`config.mk`:
```
export PLATFORM = sky130hd
export DESIGN_NAME = llc_top
export DESIGN_NICKNAME = d
export VERILOG_FILES = /design/src/rtl/llc_pkg.sv /design/src/rtl/llc_lut_sel.sv /design/src/rtl/llc_top.sv
export SDC_FILE = /design/constraint.sdc
export NUM_CORES = 1
export LEC_CHECK = 0
export BUFFER_PORTS_ARGS = -buffer_cell sky130_fd_sc_hd__buf_4
export CORE_UTILIZATION = 48
export CTS_CLUSTER_DIAMETER = 30
export CTS_CLUSTER_SIZE = 12
export DETAILED_ROUTE_END_ITERATION = 10
export GPL_ROUTABILITY_DRIVEN = 0
export PLACE_DENSITY = 0.7
export SLEW_MARGIN = 25
export SYNTH_ARGS = -nofsm -noshare
export SYNTH_HDL_FRONTEND = slang
export SYNTH_SLANG_ARGS = --single-unit
```
`constraint.sdc`:
```
create_clock -name ref_clk_i -period 1.9 [get_ports ref_clk_i]
set_clock_uncertainty 0.1 [all_clocks]
set_input_delay 0.19 -clock ref_clk_i [delete_from_list [all_inputs] [get_ports ref_clk_i]]
set_output_delay 0.19 -clock ref_clk_i [all_outputs]
set_load 0.05 [all_outputs]
```
`src/rtl/llc_pkg.sv`:
```
`default_nettype none
// ==================================================
// shared constants for the logic table / options bank
package llc_pkg;
  // ==================================================
  // register offsets
  localparam logic [7:0] LUT3_BANK_B_OFS  = 8'h28;
  localparam logic [7:0] LUT3_BANK_A_OFS  = 8'h29;
  localparam logic [7:0] LUT4_BANK_B_OFS  = 8'h2a;
  localparam logic [7:0] LUT4_BANK_A_OFS  = 8'h2b;
  localparam logic [7:0] EXTRA_OPTS_OFS   = 8'had;
  // port value registers live outside this block; only their reads are watched
  localparam logic [7:0] PORT_VAL_B_OFS   = 8'h10;
  localparam logic [7:0] PORT_VAL_A_OFS   = 8'h11;

  // ==================================================
  // reset values and the unmapped read value
  localparam logic [7:0] LUT_RESET        = 8'h00;
  localparam logic [7:0] EXTRA_OPTS_RESET = 8'h00;
  localparam logic [7:0] READ_UNMAPPED    = 8'h00;

  // ==================================================
  // field positions in extra_options
  localparam int unsigned AUTOCLR_BIT     = 2;
  localparam int unsigned BOOST_BIT       = 1;

  // ==================================================
  // low logic-mode field value that selects the 3-to-2 function
  localparam logic [1:0] LOGIC_MODE_3TO2  = 2'h3;

  // ==================================================
  // bus framing count and default device address
  localparam logic [3:0] BITS_PER_BYTE    = 4'h8;
  localparam logic [6:0] DEV_ADDR_DEFAULT = 7'h20;  // arbitrary default address

  // serial engine states
  typedef enum logic [3:0] {
    LLC_IDLE,
    LLC_ADDR,
    LLC_ACK_ADDR,
    LLC_PTR,
    LLC_ACK_PTR,
    LLC_WR,
    LLC_ACK_WR,
    LLC_RD,
    LLC_RD_ACK
  } llc_state_t;
endpackage
`default_nettype wire

```
`src/rtl/llc_lut_sel.sv`:
```
`timescale 1ns/1ps
`default_nettype none
// ==================================================
// one bank: two table lookups on a 3-bit pin code
module llc_lut_sel (
  // clock and reset
  input  wire logic       ref_clk_i,
  input  wire logic       rst_b_i,
  // selection
  input  wire logic [1:0] mode_low_i,    // bank low logic-mode field
  input  wire logic [2:0] code_i,        // three neighbouring pins
  // tables
  input  wire logic [7:0] lut3_i,        // third table of the bank
  input  wire logic [7:0] lut4_i,        // fourth table of the bank
  // results
  output logic      [1:0] out_o,         // {fourth, third} table bit
  output logic            drive_o        // high while tables own the pins
);
  logic sel_3to2;  // this bank is in 3-to-2 mode

  assign sel_3to2 = (mode_low_i == llc_pkg::LOGIC_MODE_3TO2);

  // ==================================================
  // registered lookup; zero outside 3-to-2 so a stale table cannot leak
  always_ff @(posedge ref_clk_i) begin
    if (!rst_b_i) begin
      out_o   <= 2'h0;
      drive_o <= 1'b0;
    end else if (sel_3to2) begin
      out_o   <= {lut4_i[code_i], lut3_i[code_i]};
      drive_o <= 1'b1;
    end else begin
      out_o   <= 2'h0;
      drive_o <= 1'b0;
    end
  end
endmodule
`default_nettype wire

```
`src/rtl/llc_top.sv`:
```
// Contract
// bank B pin 11 from table three
// bank A pin 3 from table three
// bank B pin 12 from table four
// bank A pin 4 from table four
// tables act only in 3-to-2 mode
// four tables, 8 bits, reset zero
// autoclear set: port reads clear interrupt flags
// autoclear off: host clears flags itself
// option bit 1 enables boost, reset off
// host writes reserved option bits zero
// host writes ones to clear sources
// tables always readable and writable
`timescale 1ns/1ps
`default_nettype none
module llc_top #(
  parameter logic [6:0] DEV_ADDR = llc_pkg::DEV_ADDR_DEFAULT  // arbitrary value
) (
  // clock and reset
  input  wire logic       ref_clk_i,
  input  wire logic       rst_b_i,
  // serial bus pins, sampled on ref_clk_i
  input  wire logic       scl_i,
  input  wire logic       sda_i,
  output logic            sda_o,
  output logic            sda_oe_o,
  // pins and mode fields from the expander core
  input  wire logic [15:0] io_i,
  input  wire logic [1:0] logic_mode_low_bank_a_i,
  input  wire logic [1:0] logic_mode_low_bank_b_i,
  input  wire logic [7:0] port_value_bank_a_i,
  input  wire logic [7:0] port_value_bank_b_i,
  // table outputs
  output logic            io3_o,
  output logic            io4_o,
  output logic            io11_o,
  output logic            io12_o,
  output logic            lut_drive_bank_a_o,
  output logic            lut_drive_bank_b_o,
  // option outputs
  output logic            boost_en_o,
  output logic            irq_autoclear_o
);
  // ==================================================
  // declarations
  llc_pkg::llc_state_t state_reg;        // serial engine state
  logic [3:0]  bit_cnt_reg;              // bits of current byte
  logic [7:0]  shift_reg;                // receive shifter
  logic [7:0]  tx_reg;                   // transmit shifter
  logic [7:0]  ptr_reg;                  // register pointer
  logic        rw_reg;                   // 1 for a read transfer
  logic        sda_oe_reg;               // pull sda low
  logic        scl_prev_reg;             // last scl sample
  logic        sda_prev_reg;             // last sda sample
  logic [7:0]  lut3_b_reg;               // lut3_bank_b
  logic [7:0]  lut3_a_reg;               // lut3_bank_a
  logic [7:0]  lut4_b_reg;               // lut4_bank_b
  logic [7:0]  lut4_a_reg;               // lut4_bank_a
  logic [7:0]  extra_opts_reg;           // extra_options
  logic        scl_rise;                 // scl low to high
  logic        scl_fall;                 // scl high to low
  logic        bus_start;                // start or repeated start
  logic        bus_stop;                 // stop condition
  logic        byte_done;                // eighth bit clocked in
  logic        wr_stb;                   // one-cycle register write
  logic        rd_load;                  // one-cycle load of a read byte
  logic [7:0]  rd_addr;                  // address being loaded
  logic [7:0]  rd_data;                  // read mux result
  logic [1:0]  bank_out [2];             // per-bank table bits
  logic        bank_drv [2];             // per-bank drive flag
  logic [1:0]  bank_mode [2];            // per-bank mode field
  logic [7:0]  bank_lut3 [2];            // per-bank third table
  logic [7:0]  bank_lut4 [2];            // per-bank fourth table

  // ==================================================
  // bus event decode; pins are already synchronous
  assign scl_rise  = scl_i & ~scl_prev_reg;
  assign scl_fall  = ~scl_i & scl_prev_reg;
  assign bus_start = scl_i & scl_prev_reg & sda_prev_reg & ~sda_i;
  assign bus_stop  = scl_i & scl_prev_reg & ~sda_prev_reg & sda_i;
  assign byte_done = (bit_cnt_reg == llc_pkg::BITS_PER_BYTE);

  // write lands when a data byte completes, in the same cycle its acknowledge is driven
  assign wr_stb  = (state_reg == llc_pkg::LLC_WR) & scl_fall & byte_done & ~bus_start;
  // a read byte is fetched after address ack or after master ack
  assign rd_load = scl_fall & ~bus_start & ~bus_stop & rw_reg &
                   ((state_reg == llc_pkg::LLC_ACK_ADDR) |
                    (state_reg == llc_pkg::LLC_RD_ACK));
  assign rd_addr = ptr_reg;

  // open drain: the pad only ever pulls low
  assign sda_o    = 1'b0;
  assign sda_oe_o = sda_oe_reg;

  // ==================================================
  // read mux
  always_comb begin
    case (rd_addr)
      llc_pkg::LUT3_BANK_B_OFS: rd_data = lut3_b_reg;
      llc_pkg::LUT3_BANK_A_OFS: rd_data = lut3_a_reg;
      llc_pkg::LUT4_BANK_B_OFS: rd_data = lut4_b_reg;
      llc_pkg::LUT4_BANK_A_OFS: rd_data = lut4_a_reg;
      llc_pkg::EXTRA_OPTS_OFS:  rd_data = extra_opts_reg;
      llc_pkg::PORT_VAL_B_OFS:  rd_data = port_value_bank_b_i;
      llc_pkg::PORT_VAL_A_OFS:  rd_data = port_value_bank_a_i;
      default:                  rd_data = llc_pkg::READ_UNMAPPED;
    endcase
  end

  // ==================================================
  // pin history for edge detection
  always_ff @(posedge ref_clk_i) begin
    if (!rst_b_i) begin
      scl_prev_reg <= 1'b1;
      sda_prev_reg <= 1'b1;
    end else begin
      scl_prev_reg <= scl_i;
      sda_prev_reg <= sda_i;
    end
  end

  // ==================================================
  // serial engine: address, pointer, write and read bytes
  always_ff @(posedge ref_clk_i) begin
    if (!rst_b_i) begin
      state_reg   <= llc_pkg::LLC_IDLE;
      bit_cnt_reg <= 4'h0;
      shift_reg   <= 8'h00;
      tx_reg      <= 8'h00;
      ptr_reg     <= 8'h00;
      rw_reg      <= 1'b0;
      sda_oe_reg  <= 1'b0;
    end else if (bus_start) begin
      // repeated start keeps the pointer so a read can follow a pointer write
      state_reg   <= llc_pkg::LLC_ADDR;
      bit_cnt_reg <= 4'h0;
      rw_reg      <= 1'b0;
      sda_oe_reg  <= 1'b0;
    end else if (bus_stop) begin
      state_reg   <= llc_pkg::LLC_IDLE;
      sda_oe_reg  <= 1'b0;
    end else begin
      case (state_reg)
        llc_pkg::LLC_IDLE: begin
          sda_oe_reg <= 1'b0;
        end
        llc_pkg::LLC_ADDR, llc_pkg::LLC_PTR, llc_pkg::LLC_WR: begin
          if (scl_rise) begin
            shift_reg   <= {shift_reg[6:0], sda_i};
            bit_cnt_reg <= bit_cnt_reg + 4'h1;
          end else if (scl_fall && byte_done) begin
            bit_cnt_reg <= 4'h0;
            if (state_reg == llc_pkg::LLC_ADDR) begin
              // foreign address: stay silent until the next start
              if (shift_reg[7:1] == DEV_ADDR) begin
                rw_reg     <= shift_reg[0];
                sda_oe_reg <= 1'b1;
                state_reg  <= llc_pkg::LLC_ACK_ADDR;
              end else begin
                state_reg  <= llc_pkg::LLC_IDLE;
              end
            end else if (state_reg == llc_pkg::LLC_PTR) begin
              ptr_reg    <= shift_reg;
              sda_oe_reg <= 1'b1;
              state_reg  <= llc_pkg::LLC_ACK_PTR;
            end else begin
              sda_oe_reg <= 1'b1;
              state_reg  <= llc_pkg::LLC_ACK_WR;
            end
          end
        end
        llc_pkg::LLC_ACK_ADDR: begin
          if (scl_fall) begin
            if (rw_reg) begin
              tx_reg     <= rd_data;
              sda_oe_reg <= ~rd_data[7];
              state_reg  <= llc_pkg::LLC_RD;
            end else begin
              sda_oe_reg <= 1'b0;
              state_reg  <= llc_pkg::LLC_PTR;
            end
          end
        end
        llc_pkg::LLC_ACK_PTR: begin
          if (scl_fall) begin
            sda_oe_reg <= 1'b0;
            state_reg  <= llc_pkg::LLC_WR;
          end
        end
        llc_pkg::LLC_ACK_WR: begin
          if (scl_fall) begin
            // pointer advances so bursts walk through the map
            sda_oe_reg <= 1'b0;
            ptr_reg    <= ptr_reg + 8'h01;
            state_reg  <= llc_pkg::LLC_WR;
          end
        end
        llc_pkg::LLC_RD: begin
          if (scl_rise) begin
            bit_cnt_reg <= bit_cnt_reg + 4'h1;
          end else if (scl_fall) begin
            if (byte_done) begin
              bit_cnt_reg <= 4'h0;
              sda_oe_reg  <= 1'b0;
              ptr_reg     <= ptr_reg + 8'h01;
              state_reg   <= llc_pkg::LLC_RD_ACK;
            end else begin
              tx_reg     <= {tx_reg[6:0], 1'b0};
              sda_oe_reg <= ~tx_reg[6];
            end
          end
        end
        llc_pkg::LLC_RD_ACK: begin
          if (scl_rise && sda_i) begin
            // master nack ends the read; wait for stop or start
            state_reg <= llc_pkg::LLC_IDLE;
          end else if (scl_fall) begin
            tx_reg     <= rd_data;
            sda_oe_reg <= ~rd_data[7];
            state_reg  <= llc_pkg::LLC_RD;
          end
        end
        default: begin
          state_reg  <= llc_pkg::LLC_IDLE;
          sda_oe_reg <= 1'b0;
        end
      endcase
    end
  end

  // ==================================================
  // register file; tables stay writable in every mode
  always_ff @(posedge ref_clk_i) begin
    if (!rst_b_i) begin
      lut3_b_reg     <= llc_pkg::LUT_RESET;
      lut3_a_reg     <= llc_pkg::LUT_RESET;
      lut4_b_reg     <= llc_pkg::LUT_RESET;
      lut4_a_reg     <= llc_pkg::LUT_RESET;
      extra_opts_reg <= llc_pkg::EXTRA_OPTS_RESET;
    end else if (wr_stb) begin
      case (ptr_reg)
        llc_pkg::LUT3_BANK_B_OFS: lut3_b_reg <= shift_reg;
        llc_pkg::LUT3_BANK_A_OFS: lut3_a_reg <= shift_reg;
        llc_pkg::LUT4_BANK_B_OFS: lut4_b_reg <= shift_reg;
        llc_pkg::LUT4_BANK_A_OFS: lut4_a_reg <= shift_reg;
        llc_pkg::EXTRA_OPTS_OFS: begin
          // reserved bits are not stored, so they always read zero
          extra_opts_reg <= 8'h00;
          extra_opts_reg[llc_pkg::AUTOCLR_BIT] <= shift_reg[llc_pkg::AUTOCLR_BIT];
          extra_opts_reg[llc_pkg::BOOST_BIT]   <= shift_reg[llc_pkg::BOOST_BIT];
        end
        default: begin
          // unmapped writes are acknowledged and dropped
        end
      endcase
    end
  end

  // ==================================================
  // option outputs
  always_ff @(posedge ref_clk_i) begin
    if (!rst_b_i) begin
      boost_en_o      <= 1'b0;
      irq_autoclear_o <= 1'b0;
    end else begin
      boost_en_o      <= extra_opts_reg[llc_pkg::BOOST_BIT];
      // manual clearing stays with the host when the bit is off
      irq_autoclear_o <= rd_load & extra_opts_reg[llc_pkg::AUTOCLR_BIT] &
                         ((rd_addr == llc_pkg::PORT_VAL_A_OFS) |
                          (rd_addr == llc_pkg::PORT_VAL_B_OFS));
    end
  end

  // ==================================================
  // per-bank table lookups: index 0 bank A, index 1 bank B
  assign bank_mode[0] = logic_mode_low_bank_a_i;
  assign bank_mode[1] = logic_mode_low_bank_b_i;
  assign bank_lut3[0] = lut3_a_reg;
  assign bank_lut3[1] = lut3_b_reg;
  assign bank_lut4[0] = lut4_a_reg;
  assign bank_lut4[1] = lut4_b_reg;

  for (genvar g = 0; g < 2; g++) begin : g_bank
    llc_lut_sel u_sel (
      .ref_clk_i  (ref_clk_i),
      .rst_b_i    (rst_b_i),
      .mode_low_i (bank_mode[g]),
      .code_i     (io_i[g*8 +: 3]),
      .lut3_i     (bank_lut3[g]),
      .lut4_i     (bank_lut4[g]),
      .out_o      (bank_out[g]),
      .drive_o    (bank_drv[g])
    );
  end

  assign io3_o              = bank_out[0][0];
  assign io4_o              = bank_out[0][1];
  assign io11_o             = bank_out[1][0];
  assign io12_o             = bank_out[1][1];
  assign lut_drive_bank_a_o = bank_drv[0];
  assign lut_drive_bank_b_o = bank_drv[1];
endmodule
`default_nettype wire

```
==> results.sh <==
export IMPL_critical_path_buf_inv_count=1
export IMPL_post_dp_hpwl_um=9130
export IMPL_wl_per_cell_um=18.2
export IMPL_timing_final_ws_setup_ns=-0.0808
export IMPL_reg2reg_from="bit_cnt_reg[1]"
export IMPL_synthArstFlopShare_pct=0
export IMPL_rrSetupSlack_ns=-0.08
export IMPL_numClockSinks=77
export IMPL_power_switching_mw=1.22
export IMPL_net_total_in_the_final_layout=630
export IMPL_min_period_ns=1.98
export IMPL_ant_nets=0
export IMPL_timing_critical_path_fanout_max=6
export IMPL_h_tree_depth=3
export IMPL_remaining_drc_errors=0
export IMPL_edff_count_synth=0
export IMPL_post_synth_cell_area_avg_um2=8.90
export IMPL_mappedNetlistArea_um2=4370
export IMPL_detail_route_iter0_violations=267
export IMPL_num_antenna_cells=0
export IMPL_outcome="finished, violations left"
export IMPL_post_route_period_util_pct=104
export IMPL_floorplan_rows=34
export IMPL_syn_inst=491
export IMPL_internal_cell_power_mw=2.71
export IMPL_die_w_um=97.4
export IMPL_number_of_vias_in_the_routed_layout=4208
export IMPL_cellLeakagePower_nw=2.39
export IMPL_critPathSlowestCell="sky130_fd_sc_hd__or3_1"
export IMPL_yosys_warnings=0
export IMPL_die_height_um=97.4
export IMPL_dp_worst_setup_slack_ns=-0.105
export IMPL_postSynth_topFlopCell="sky130_fd_sc_hd__dfxtp_1"
export IMPL_grt_setup_unrepaired="yes"
export IMPL_p_clk_share_pct=31.6
export IMPL_post_route_cells_drive_above_1_share_pct=33.0
export IMPL_max_freq_mhz=505
export IMPL_grt_first_pass_wirelength_um=20000
export IMPL_power_combinational_fraction_pct=24.6
export IMPL_floorplan_initialDensity_pct=49.9
export IMPL_share_of_the_core_filled_with_cells_in_the_final_layout_pct=64.2
export IMPL_r2r_end="ptr_reg[0]"
export IMPL_share_of_total_power_in_sequential_cells_pct=43.8
export IMPL_hold_end="sda_prev_reg"
export IMPL_clk_pin_slew_ns=0.09
export IMPL_drv_max_cap_violation_count=0
export IMPL_antenna_found_initial=0
export IMPL_path_delay_family="simple AND/OR/NAND/NOR gates"
export IMPL_ys_seq_area_share_pct=35.3
export IMPL_vdd_ir_drop_worst_mv=0.529
export IMPL_synthToLayoutAreaGrowth_pct=28.8
export IMPL_num_cts_buffers=9
export IMPL_track_usage_pct=26.3
export IMPL_path_depth=7
export IMPL_setup_worst_path_class="flop to flop"
export IMPL_finalHoldViolCount=0
export IMPL_timing_critical_path_required_ns=2.07
export IMPL_netlist_area_leader_share_pct=35.3
export IMPL_clk_root_buffer_cell="sky130_fd_sc_hd__clkbuf_8"
export IMPL_grt_overflow_total=0
export IMPL_ys_types=70
export IMPL_reg2regPathDepth=7
export IMPL_cts_tree="yes"
export IMPL_power_switching_share_pct=31.0
export IMPL_design_core_area_um2=8760
export IMPL_worst_hold_startpoint="sda_i"
export IMPL_floorplan_die_area_um2=9490
export IMPL_mostFrequentLayoutCell="sky130_fd_sc_hd__buf_4"
export IMPL_worstHoldPathType="input port to flop"
export IMPL_violations_in_the_final_reports="negative setup slack"
export IMPL_clkLatencyLatePin_ns=0.35
export IMPL_crit_end_element="flop"
export IMPL_postSynthRegisterBits=77
export IMPL_wirelength_um=12600
export IMPL_grt_max_degree=48
export IMPL_cellPowerDensity_nw_per_um2=698
export IMPL_grt_pass1_vias=3989
export IMPL_routed_via_density=6.07
export IMPL_ys_top_cells_by_area="sky130_fd_sc_hd__dfxtp_1 (35%), sky130_fd_sc_hd__mux2i_1 (11%), sky130_fd_sc_hd__nor2_1 (6.5%)"
export IMPL_port_buffer_count=38
export IMPL_hold_path_cell_count=2
export IMPL_clockBufferDepth=2
export IMPL_worst_setup_path_start_kind="flop"
export IMPL_final_max_slew_viols=0
export IMPL_timing_critical_path_arrival_ns=2.15
export IMPL_critical_path_max_stage_delay_ns=0.43
export IMPL_layout_common_cells="sky130_fd_sc_hd__buf_4 (107), sky130_fd_sc_hd__nor2_1 (76), sky130_fd_sc_hd__dfxtp_1 (66)"
export IMPL_yosys_area_top_type="sky130_fd_sc_hd__dfxtp_1"
export IMPL_detailedRoute_firstPassIterationCount=5
export IMPL_io_pins=50
export IMPL_timing_critical_path_cells="inv_2 > ha_4 > and3b_2 > a21o_1 > o2111ai_4 > or3_1 > a31oi_1"
export IMPL_setup_violations=4
export IMPL_syn_nets=541
## worst max path at each step
stage                               from      endpoint  slack (ns)
final                     bit_cnt_reg[1]    ptr_reg[0]       -0.08
after global routing      bit_cnt_reg[1]    ptr_reg[0]       -0.16
after CTS                 bit_cnt_reg[1]     tx_reg[2]       0.002
after detailed placement  bit_cnt_reg[1]     tx_reg[5]       -0.11
after global placement      state_reg[2]  state_reg[1]       -0.06
after floorplan           bit_cnt_reg[0]     tx_reg[1]        0.03
## timing repair
item / in CTS / in global routing
buffers inserted: 0 / 1
hold endpoints to repair: 0 / 0
gates resized for setup: 16 / 44
setup endpoints to repair: 29 / 57
pin swaps: 2 / 9
hold buffers: 0 / 0
gates cloned: 0 / 0
## cells in the mapped netlist (2+ instances only)
cell type	number
sky130_fd_sc_hd__ha_1	10
sky130_fd_sc_hd__a31oi_1	7
sky130_fd_sc_hd__nand3b_1	6
sky130_fd_sc_hd__a211oi_1	5
sky130_fd_sc_hd__nand2b_1	6
sky130_fd_sc_hd__clkbuf_1	19
sky130_fd_sc_hd__nor2_1	76
sky130_fd_sc_hd__nand3_1	14
sky130_fd_sc_hd__and3b_1	3
sky130_fd_sc_hd__o31ai_1	2
sky130_fd_sc_hd__o221a_1	4
sky130_fd_sc_hd__o2111ai_1	3
sky130_fd_sc_hd__buf_6	2
sky130_fd_sc_hd__mux4_2	8
sky130_fd_sc_hd__nand2_1	21
sky130_fd_sc_hd__and2_1	5
sky130_fd_sc_hd__or3_1	3
sky130_fd_sc_hd__o22ai_1	7
sky130_fd_sc_hd__a311oi_1	6
sky130_fd_sc_hd__dfxtp_1	77
sky130_fd_sc_hd__nor3_1	2
sky130_fd_sc_hd__nand3_2	4
sky130_fd_sc_hd__and4b_1	2
sky130_fd_sc_hd__a221oi_1	5
sky130_fd_sc_hd__a21o_1	6
sky130_fd_sc_hd__mux2i_1	46
sky130_fd_sc_hd__nor2b_1	2
sky130_fd_sc_hd__a22o_1	7
sky130_fd_sc_hd__o21ai_0	11
sky130_fd_sc_hd__inv_1	15
sky130_fd_sc_hd__and3_1	3
sky130_fd_sc_hd__a21boi_0	2
sky130_fd_sc_hd__nor4b_1	2
sky130_fd_sc_hd__o211ai_1	4
sky130_fd_sc_hd__o21ai_1	6
sky130_fd_sc_hd__buf_4	3
sky130_fd_sc_hd__a22oi_1	14
sky130_fd_sc_hd__nand4_1	5
sky130_fd_sc_hd__a2bb2oi_1	2
sky130_fd_sc_hd__buf_2	11
sky130_fd_sc_hd__nand4b_1	3
sky130_fd_sc_hd__a21oi_1	24
## power groups by stage
| stage | Sequential (mW) | Clock [mW] | Combinational, mW |
|---|---|---|---|
| 2_1_floorplan | 1.72 | 0 | 0.586 |
| 5_1_grt | 1.72 | 1.33 | 1.03 |
| 4_1_cts | 1.71 | 1.26 | 0.929 |
| 6_report | 1.72 | 1.24 | 0.966 |
| 3_3_place_gp | 1.75 | 0 | 0.901 |
| 3_5_place_dp | 1.75 | 0 | 0.915 |
## cell type report
cell class	instances	area, um2
inverter	16	60.1
clock buffer	10	128
sequential	77	1560
tap	108	135
timing repair buffer	114	898
fill	722	3130
multi-input combinational	362	2790
clock inverter	6	63.8
## metal layers
metal	routed length [um]	part of all wire, %	up-vias	global-route usage (%)
met3	716	5.7	26	4.53
met5	0	0	-	0
met2	6030	48	147	42.0
li1	-	-	1995	-
met1	5570	44	2040	35.7
met4	281	2.2	0	9.73
## kinds of logic (layout without fill, tap and decap cells)
| group | count (synthesis) | count (layout) | synth area share [%] |
|---|---|---|---|
| AO/OA/AOI/OAI | 129 | 129 | 21.2 |
| XOR/XNOR | 2 | 2 | 0.401 |
| adder cells (fa/ha/maj) | 10 | 10 | 2.86 |
| buffers and inverters | 52 | 146 | 5.38 |
| flip-flops | 77 | 77 | 35.3 |
| multiplexers | 55 | 55 | 14.9 |
| other | 1 | 1 | 0.0858 |
| AND/OR/NAND/NOR | 165 | 165 | 19.8 |
## metrics by stage
step / area [um2] / power [mW] / instances / TNS (ns) / hold slack (ns)
finish: 5630 / 3.93 / 693 / -0.123 / 0.0136
detailed placement: 5190 / 2.66 / 676 / -1.08 / 0.369
CTS: 5430 / 3.90 / 692 / 0 / 0.000159
floorplan: 4370 / 2.30 / 491 / 0 / 0.206
global route: 5630 / 4.09 / 693 / -2.53 / 0.0198
global placement: 5190 / 2.65 / 676 / -0.515 / 0.357
Note: power is estimated with default switching activity, not from simulation.
